$ cat config.mk
export PLATFORM = sky130hd
export DESIGN_NAME = mitd_decode
export DESIGN_NICKNAME = d
export VERILOG_FILES = /design/src/core/mitd_decode.v
export VERILOG_INCLUDE_DIRS = /design/src /design/src/pkg
export SDC_FILE = /design/constraint.sdc
export NUM_CORES = 1
export LEC_CHECK = 0
export BUFFER_PORTS_ARGS = -buffer_cell sky130_fd_sc_hd__buf_4
export CORE_MARGIN = 10
export CORE_UTILIZATION = 39
export DETAILED_ROUTE_END_ITERATION = 10
export PLACE_DENSITY_LB_ADDON = 0.05
export SYNTH_ARGS = -nofsm -noshare
export SYNTH_HDL_FRONTEND = slang
export SYNTH_SLANG_ARGS = --single-unit
$ cat constraint.sdc
create_clock -name i_clock -period 8.6 [get_ports i_clock]
set_input_delay 0.43 -clock i_clock [delete_from_list [all_inputs] [get_ports i_clock]]
set_output_delay 0.43 -clock i_clock [all_outputs]
set_load 0.1 [all_outputs]
$ cat src/pkg/mitd_defines.vh
`ifndef MITD_DEFINES_VH
`define MITD_DEFINES_VH
// ==========================================================
// timing: one clock edge is one oscillator period
`define MITD_PERIODS_PER_MCYCLE 4'd11
`define MITD_MC_PERIODS 12
`define MITD_COST_SHORT 6'h0c
`define MITD_COST_LONG 6'h18
// ==========================================================
// address spaces
`define MITD_SFR_BASE 8'h80
`define MITD_PSW_ADDR 8'hd0
`define MITD_PSW_BIT_LO 8'hd1
`define MITD_PSW_BIT_HI 8'hd7
// ==========================================================
// opcodes
`define MITD_OP_AND_DIR_IMM 8'h53
`define MITD_OP_OR_DIR_IMM 8'h43
`define MITD_OP_ROT_LEFT_CARRY 8'h33
`define MITD_OP_NIBBLE_SWAP 8'hc4
`define MITD_OP_LOAD_PTR_PAIR 8'h90
`define MITD_OP_CODE_READ 8'h93
`define MITD_OP_EXT_READ 8'he0
`define MITD_OP_EXT_WRITE 8'hf0
`define MITD_OP_PUSH 8'hc0
`define MITD_OP_POP 8'hd0
`define MITD_OP_LOW_DIGIT_XCH 7'h6b
`define MITD_OP_TEST_CLEAR_JUMP 8'h10
`define MITD_OP_PAGE_JUMP 5'h01
`define MITD_OP_PAGE_CALL 5'h11
`define MITD_OP_LONG_JUMP 8'h02
`define MITD_OP_LONG_CALL 8'h12
`define MITD_OP_SHORT_REL_JUMP 8'h80
`define MITD_OP_INDIRECT_JUMP 8'h73
`define MITD_OP_CMP_BRANCH_IND 7'h5b
`define MITD_OP_DEC_BRANCH_DIR 8'hd5
`define MITD_OP_MOVE_DIR_DIR 8'h85
`define MITD_OP_JUMP_CARRY 8'h40
`define MITD_OP_JUMP_NO_CARRY 8'h50
`define MITD_OP_JUMP_ZERO 8'h60
`define MITD_OP_JUMP_NONZERO 8'h70
`define MITD_OP_JUMP_BIT 8'h20
`define MITD_OP_JUMP_NO_BIT 8'h30
`endif

$ cat src/core/mitd_decode.v
`include "mitd_defines.vh"
`default_nettype none
// Contract
// - and/or direct-immediate: three bytes, 24 periods
// - rotate left through carry: 1 byte, 12
// - nibble swap accumulator: 1 byte, 12
// - load pointer pair immediate: 3 bytes, 24
// - code read at acc+pointer: 1 byte, 24
// - external data moves: 1 byte, 24
// - push and pop direct: 2 bytes, 24
// - low digit exchange: 1 byte, 12
// - bit test jump clears set bit: 3,24
// - page targets stay in 2k page
// - long targets reach full 64k space
// - relative offsets signed, from next instruction
// - direct below 128 RAM, else registers
// - indirect via pointer reaches RAM 0-255
// - writes to 208 or 209-215 touch flags
// - compare immediate indirect branch: 3,24
// - decrement direct branch nonzero: 3,24
// - direct to direct move: 3,24
// - indirect jump to acc plus pointer: 1,24
module mitd_decode (
    // clock and reset
    input wire i_clock,
    input wire i_srst,
    // instruction bytes and start strobe
    input wire i_start,
    input wire [7:0] i_opcode,
    input wire [7:0] i_byte1,
    input wire [7:0] i_byte2,
    input wire [15:0] i_pc,
    // operand values
    input wire [7:0] i_acc,
    input wire [15:0] i_data_pointer_pair,
    input wire i_carry,
    input wire i_bit_value,
    input wire [7:0] i_dir_data,
    input wire [7:0] i_ind_data,
    input wire [7:0] i_pointer_register_zero,
    input wire [7:0] i_pointer_register_one,
    // timing results
    output reg o_busy,
    output reg o_done,
    output reg [1:0] o_length,
    output reg [5:0] o_periods,
    // branch results
    output reg o_branch,
    output reg [15:0] o_target,
    // accumulator and memory results
    output reg [7:0] o_acc,
    output reg o_carry,
    output reg o_ind_we,
    output reg [7:0] o_ind_addr,
    output reg [7:0] o_ind_wdata,
    output reg o_dir_we,
    output reg [7:0] o_dir_addr,
    output reg o_dir_is_sfr,
    output reg [7:0] o_dir_wdata,
    output reg o_bit_clear,
    output reg o_psw_touch,
    output reg o_ext_rd,
    output reg o_ext_wr,
    output reg o_code_rd,
    output reg [15:0] o_mem_addr
);

    // ==========================================================
    // latched instruction
    reg [7:0] op_q, b1_q, b2_q, acc_q, dird_q, indd_q, ptr_q;
    reg [15:0] pc_q, dp_q;
    reg cy_q, bitv_q;
    // sequencer state
    reg [3:0] osc_q;
    reg [2:0] mc_q;
    // decode of the incoming opcode (length and cost)
    reg [1:0] len_d;
    reg [5:0] per_d;
    // results from latched operands
    reg [15:0] next_pc, rel_tgt, tgt_d, addr_d;
    reg br_d, dwe_d, iwe_d, bclr_d, erd_d, ewr_d, crd_d;
    reg [7:0] acc_d, daddr_d, dwd_d, iwd_d;
    reg cy_d;
    wire [2:0] mcyc_d;

    // ==========================================================
    // length and oscillator-period cost of the opcode at start
    always @* begin
        len_d = 2'd1;
        per_d = `MITD_COST_SHORT;
        if (i_opcode[4:0] == `MITD_OP_PAGE_JUMP || i_opcode[4:0] == `MITD_OP_PAGE_CALL) begin
            len_d = 2'd2;
            per_d = `MITD_COST_LONG;
        end else begin
            case (i_opcode)
                `MITD_OP_AND_DIR_IMM, `MITD_OP_OR_DIR_IMM,
                `MITD_OP_LOAD_PTR_PAIR,
                `MITD_OP_TEST_CLEAR_JUMP, `MITD_OP_JUMP_BIT, `MITD_OP_JUMP_NO_BIT,
                `MITD_OP_DEC_BRANCH_DIR,
                `MITD_OP_MOVE_DIR_DIR,
                `MITD_OP_LONG_JUMP, `MITD_OP_LONG_CALL: begin
                    len_d = 2'd3;
                    per_d = `MITD_COST_LONG;
                end
                `MITD_OP_PUSH, `MITD_OP_POP,
                `MITD_OP_SHORT_REL_JUMP, `MITD_OP_JUMP_CARRY, `MITD_OP_JUMP_NO_CARRY,
                `MITD_OP_JUMP_ZERO, `MITD_OP_JUMP_NONZERO: begin
                    len_d = 2'd2;
                    per_d = `MITD_COST_LONG;
                end
                `MITD_OP_CODE_READ,
                `MITD_OP_EXT_READ, `MITD_OP_EXT_WRITE,
                `MITD_OP_INDIRECT_JUMP: begin
                    len_d = 2'd1;
                    per_d = `MITD_COST_LONG;
                end
                default: begin
                    if (i_opcode[7:1] == `MITD_OP_CMP_BRANCH_IND) begin
                        len_d = 2'd3;
                        per_d = `MITD_COST_LONG;
                    end
                end
            endcase
        end
    end

    assign mcyc_d = (per_d == `MITD_COST_LONG) ? 3'd2 : 3'd1;

    // ==========================================================
    // execution results from the latched instruction
    always @* begin
        next_pc = pc_q + {14'h0000, o_length};
        rel_tgt = next_pc + {{8{b2_q[7]}}, b2_q};
        tgt_d = next_pc;
        addr_d = 16'h0000;
        br_d = 1'b0;
        dwe_d = 1'b0;
        iwe_d = 1'b0;
        bclr_d = 1'b0;
        erd_d = 1'b0;
        ewr_d = 1'b0;
        crd_d = 1'b0;
        acc_d = acc_q;
        cy_d = cy_q;
        daddr_d = b1_q;
        dwd_d = dird_q;
        iwd_d = indd_q;
        if (op_q[4:0] == `MITD_OP_PAGE_JUMP || op_q[4:0] == `MITD_OP_PAGE_CALL) begin
            // keep page bits of next pc
            br_d = 1'b1;
            tgt_d = {next_pc[15:11], op_q[7:5], b1_q};
        end else begin
            case (op_q)
                `MITD_OP_AND_DIR_IMM: begin
                    dwe_d = 1'b1;
                    dwd_d = dird_q & b2_q;
                end
                `MITD_OP_OR_DIR_IMM: begin
                    dwe_d = 1'b1;
                    dwd_d = dird_q | b2_q;
                end
                `MITD_OP_ROT_LEFT_CARRY: begin
                    acc_d = {acc_q[6:0], cy_q};
                    cy_d = acc_q[7];
                end
                `MITD_OP_NIBBLE_SWAP: acc_d = {acc_q[3:0], acc_q[7:4]};
                `MITD_OP_LOAD_PTR_PAIR: addr_d = {b1_q, b2_q};
                `MITD_OP_CODE_READ: begin
                    crd_d = 1'b1;
                    addr_d = dp_q + {8'h00, acc_q};
                end
                `MITD_OP_EXT_READ: begin
                    erd_d = 1'b1;
                    addr_d = dp_q;
                end
                `MITD_OP_EXT_WRITE: begin
                    ewr_d = 1'b1;
                    addr_d = dp_q;
                end
                `MITD_OP_POP: dwe_d = 1'b1;
                `MITD_OP_TEST_CLEAR_JUMP: begin
                    br_d = bitv_q;
                    bclr_d = bitv_q;
                    tgt_d = rel_tgt;
                end
                `MITD_OP_JUMP_BIT: begin
                    br_d = bitv_q;
                    tgt_d = rel_tgt;
                end
                `MITD_OP_JUMP_NO_BIT: begin
                    br_d = ~bitv_q;
                    tgt_d = rel_tgt;
                end
                `MITD_OP_LONG_JUMP, `MITD_OP_LONG_CALL: begin
                    br_d = 1'b1;
                    tgt_d = {b1_q, b2_q};
                end
                // two-byte relative forms take their offset from byte one
                `MITD_OP_SHORT_REL_JUMP: begin
                    br_d = 1'b1;
                    tgt_d = next_pc + {{8{b1_q[7]}}, b1_q};
                end
                `MITD_OP_JUMP_CARRY, `MITD_OP_JUMP_NO_CARRY: begin
                    br_d = cy_q ^ op_q[4];
                    tgt_d = next_pc + {{8{b1_q[7]}}, b1_q};
                end
                `MITD_OP_JUMP_ZERO, `MITD_OP_JUMP_NONZERO: begin
                    br_d = (acc_q == 8'h00) ^ op_q[4];
                    tgt_d = next_pc + {{8{b1_q[7]}}, b1_q};
                end
                `MITD_OP_INDIRECT_JUMP: begin
                    br_d = 1'b1;
                    tgt_d = dp_q + {8'h00, acc_q};
                end
                `MITD_OP_DEC_BRANCH_DIR: begin
                    dwe_d = 1'b1;
                    dwd_d = dird_q - 8'h01;
                    br_d = (dird_q != 8'h01);
                    tgt_d = rel_tgt;
                end
                // source byte one, destination byte two
                `MITD_OP_MOVE_DIR_DIR: begin
                    dwe_d = 1'b1;
                    daddr_d = b2_q;
                end
                default: begin
                    if (op_q[7:1] == `MITD_OP_LOW_DIGIT_XCH) begin
                        acc_d = {acc_q[7:4], indd_q[3:0]};
                        iwd_d = {indd_q[7:4], acc_q[3:0]};
                        iwe_d = 1'b1;
                    end
                    if (op_q[7:1] == `MITD_OP_CMP_BRANCH_IND) begin
                        br_d = (indd_q != b1_q);
                        cy_d = (indd_q < b1_q);
                        tgt_d = rel_tgt;
                    end
                end
            endcase
        end
    end

    // ==========================================================
    // latch operands and sequence machine cycles
    always @(posedge i_clock) begin
        if (i_srst) begin
            o_busy <= 1'b0;
            o_length <= 2'd0;
            o_periods <= 6'h00;
            osc_q <= 4'h0;
            mc_q <= 3'd0;
            op_q <= 8'h00;
            b1_q <= 8'h00;
            b2_q <= 8'h00;
            pc_q <= 16'h0000;
            acc_q <= 8'h00;
            dp_q <= 16'h0000;
            cy_q <= 1'b0;
            bitv_q <= 1'b0;
            dird_q <= 8'h00;
            indd_q <= 8'h00;
            ptr_q <= 8'h00;
        end else if (!o_busy) begin
            // a start while busy is ignored
            if (i_start) begin
                o_busy <= 1'b1;
                o_length <= len_d;
                o_periods <= per_d;
                osc_q <= 4'h0;
                mc_q <= mcyc_d;
                op_q <= i_opcode;
                b1_q <= i_byte1;
                b2_q <= i_byte2;
                pc_q <= i_pc;
                acc_q <= i_acc;
                dp_q <= i_data_pointer_pair;
                cy_q <= i_carry;
                bitv_q <= i_bit_value;
                dird_q <= i_dir_data;
                indd_q <= i_ind_data;
                // pointer selected by opcode bit 0
                ptr_q <= i_opcode[0] ? i_pointer_register_one : i_pointer_register_zero;
            end
        end else if (osc_q == `MITD_PERIODS_PER_MCYCLE) begin
            osc_q <= 4'h0;
            mc_q <= mc_q - 3'd1;
            if (mc_q == 3'd1) begin
                o_busy <= 1'b0;
            end
        end else begin
            osc_q <= osc_q + 4'h1;
        end
    end

    // ==========================================================
    // register results at the last period of the instruction
    always @(posedge i_clock) begin
        if (i_srst) begin
            o_done <= 1'b0;
            o_branch <= 1'b0;
            o_target <= 16'h0000;
            o_acc <= 8'h00;
            o_carry <= 1'b0;
            o_ind_we <= 1'b0;
            o_ind_addr <= 8'h00;
            o_ind_wdata <= 8'h00;
            o_dir_we <= 1'b0;
            o_dir_addr <= 8'h00;
            o_dir_is_sfr <= 1'b0;
            o_dir_wdata <= 8'h00;
            o_bit_clear <= 1'b0;
            o_psw_touch <= 1'b0;
            o_ext_rd <= 1'b0;
            o_ext_wr <= 1'b0;
            o_code_rd <= 1'b0;
            o_mem_addr <= 16'h0000;
        end else if (o_busy && osc_q == `MITD_PERIODS_PER_MCYCLE && mc_q == 3'd1) begin
            o_done <= 1'b1;
            o_branch <= br_d;
            o_target <= tgt_d;
            o_acc <= acc_d;
            o_carry <= cy_d;
            o_ind_we <= iwe_d;
            o_ind_addr <= ptr_q;
            o_ind_wdata <= iwd_d;
            o_dir_we <= dwe_d;
            o_dir_addr <= daddr_d;
            o_dir_is_sfr <= daddr_d[7];
            o_dir_wdata <= dwd_d;
            o_bit_clear <= bclr_d;
            // flag side effect on status word
            o_psw_touch <= (dwe_d && daddr_d == `MITD_PSW_ADDR) ||
                (bclr_d && b1_q >= `MITD_PSW_BIT_LO && b1_q <= `MITD_PSW_BIT_HI);
            o_ext_rd <= erd_d;
            o_ext_wr <= ewr_d;
            o_code_rd <= crd_d;
            o_mem_addr <= addr_d;
        end else begin
            // strobes last one cycle, data holds
            o_done <= 1'b0;
            o_ind_we <= 1'b0;
            o_dir_we <= 1'b0;
            o_bit_clear <= 1'b0;
            o_psw_touch <= 1'b0;
            o_ext_rd <= 1'b0;
            o_ext_wr <= 1'b0;
            o_code_rd <= 1'b0;
        end
    end

endmodule
`default_nettype wire

==> flow_metrics.py <==
metrics = {
    "status": {
        "status": "complete, no violations",
    },
    "drt": {
        "dr.pass1.iters": 6,
        "ant_nets": 0,
        "finalWirelength_mm": 42.7,
        "via_per_inst": 5.70,
        "avgRoutedWirePerCell_um": 21.9,
        "vias": 11098,
        "drt-initial-drc-count": 1061,
        "drcViolationCount": 0,
    },
    "cts": {
        "clk_latency_ps": 450,
        "cts_root_buf": "clkbuf_16",
        "htree_levels": 4,
        "cts_buffer_depth": 2,
        "cts_tree": "yes",
        "cts.sinks": 185,
        "ctsHoldBuffers": 0,
        "clkTransAtPathRegs_ps": 80,
        "post_cts_buffers": 0,
        "cts_resized": 0,
        "cts_buffers": 17,
    },
    "sta": {
        "tightest_slew_ps": 1180,
        "slew_viol_final": 0,
        "clock_skew_ps": 15.2,
        "setup_ws_ps": 4100,
        "relSlewSlack_pct": 21.2,
        "fin_crit_ps": 4500,
        "fmax_mhz": 222,
        "timing.hold.ws_ps": 221,
        "rsz0062_at_grt": "no",
        "finalHoldViolCount": 0,
        "period_share_pct": 52.3,
        "final-setup-viol-count": 0,
        "fin_setup_tns_ps": 0,
    },
    "hold_path": {
        "hold_path_class": "primary input to flip-flop",
    },
    "final_layout": {
        "layout_commonest_cell": "nand2_1",
        "layout_common_cells": "269 x nand2_1, 211 x buf_4, 185 x dfxtp_1, 171 x a21oi_1, 107 x nor2_1",
        "drive_above_1_share_pct": 16.9,
        "stdcell_area_um2": 13300,
        "area_delta_synth_final_pct": 21.2,
        "num_antenna_cells": 0,
        "layout.nets": 1720,
    },
    "critical_path": {
        "criticalPathCategory": "flip-flop to flip-flop",
        "cp-end-kind": "flip-flop",
        "start_kind": "flip-flop",
        "crit_path_max_fanout": 6,
        "worstPathArrival_ps": 4800,
        "cp.required_ps": 8900,
    },
    "synth": {
        "syn-cell-area_um2": 10900,
        "syn_inst": 1422,
        "synthArstFlopShare_pct": 0,
        "yosysWarningCount": 0,
        "synth_top_area_cell": "dfxtp_1",
        "synth_flop_cell": "dfxtp_1",
        "synthTopCellsByArea": "dfxtp_1 34%, nand2_1 9.3%, a21oi_1 7.8%",
        "ys_seq_area_share_pct": 33.8,
        "ys_ff_latch": 185,
        "synth_area_per_cell_um2": 7.70,
        "synth.top_cell.area_share_pct": 33.8,
        "yosysUniqueCellTypes": 72,
        "synth-edff-count": 0,
    },
    "placement": {
        "placed_cell_area_um2": 12600,
        "place_ws_ps": 4150,
        "dp.final_hpwl_mm": 31.0,
        "io_buffers": 189,
        "place_congestion": 0.934,
    },
    "pwr": {
        "power_mw": 2.09,
        "p_leak_nw": 5.34,
        "peakVddDrop_mv": 0.0939,
        "p_per_area_nw_per_um2": 158,
    },
    "die": {
        "ioPinCount": 193,
        "chipHeight_um": 188,
        "core_um2": 27700,
        "rows": 61,
        "floorplan.initialDensity_pct": 39.5,
        "dieArea_um2": 35200,
        "die_x_um": 188,
    },
    "job": {
        "cap_violations": 0,
    },
    "global_routing": {
        "grt_max_degree": 92,
        "grt_pass1_vias": 10760,
        "grt_usage_pct": 23.4,
        "grt_pass1_wl_mm": 65.0,
        "antenna_found_initial": 0,
        "overflow": 0,
    },
}
==> registers in the layout, indices dropped and copies added (netlist names), 16 cells and up <==
register,count
dp_q,16
o_mem_addr,16
o_target,16
pc_q,16
==> per-stage QoR <==
stage                     util [%]  instances
after floorplan                  -       1424
after global placement        45.6       1915
after detailed placement      45.6       1915
after CTS                     47.9       1947
after global routing          47.9       1947
final                         47.9       1947
==> routing by layer <==
layer	vias up	track usage (%)	share of wire [%]
met3	71	4.60	6.3
met2	395	37.6	45
met4	0	7.82	2.9
met5	-	0	0
met1	5231	30.7	45
li1	5401	-	-
==> synthesized netlist by cell type (all sizes together), types with 5 or more instances <==
cell type  instances
nor3b              5
nand4             10
nor2             107
a22oi             11
and4               5
o31ai              5
dfxtp            185
xnor2             40
clkbuf            74
a31oi             10
nand3             25
a311oi            13
and3              17
or3                9
o211ai            12
a221o              9
a221oi            17
nand2b             9
nor3              34
nor2b             19
a222oi            11
o21a               6
nand3b             6
o22ai              7
ha                59
a21o              15
nand2            270
a211oi            38
or2                7
xor2              19
buf               24
o21ai             64
inv               26
mux2i             17
nor4              15
a21oi            172
==> cell families after synthesis <==
kind of cell             count (synthesis)  synth area share (%)
AND/OR/NAND/NOR                        556                  23.6
AO/OA/AOI/OAI                          417                  24.1
flip-flops                             185                  33.8
buffers and inverters                  124                  4.62
adder cells (fa/ha/maj)                 63                  7.48
XOR/XNOR                                59                  4.72
multiplexers                            17                  1.55
other                                    1                0.0343
==> area by class of cell <==
class	instances	area, µm²
timing repair buffer	211	1580
inverter	26	97.6
fill	2897	14400
sequential	185	3700
clock buffer	17	425
multi-input combinational	1115	6780
tap	378	473
clock inverter	15	191
==> path summary, 6_finish.rpt <==
check | startpoint | endpoint | slack, ps | cells past startpoint
setup / recovery | o_length[1] | o_target[15] | 4100 | 13
hold / removal | i_data_pointer_pair[11] | dp_q[11] | 220 | 3
setup reg to reg | o_length[1] | o_target[15] | 4100 | 13
hold reg to reg | ptr_q[3] | o_ind_addr[3] | 460 | 2
==> critical path, stage by stage (launching register included) <==
cell and delay [ps]:
dfxtp_1 360, ha_1 290, a21o_1 140, nor3b_1 580, and3_1 260, xor2_1 420, ha_1 400, and2_1 200
a221o_1 320, a211o_1 370, a311oi_1 350, xnor2_1 150, a2111oi_0 420, nor4_1 90
==> power by group <==
group,switching [mW],internal [mW],leakage (nW)
sequential,0.0462,0.884,1.51
clock,0.434,0.399,0.291
combinational,0.208,0.123,3.55
total,0.688,1.41,5.34
No activity file was read; power rests on OpenSTA's default activity.
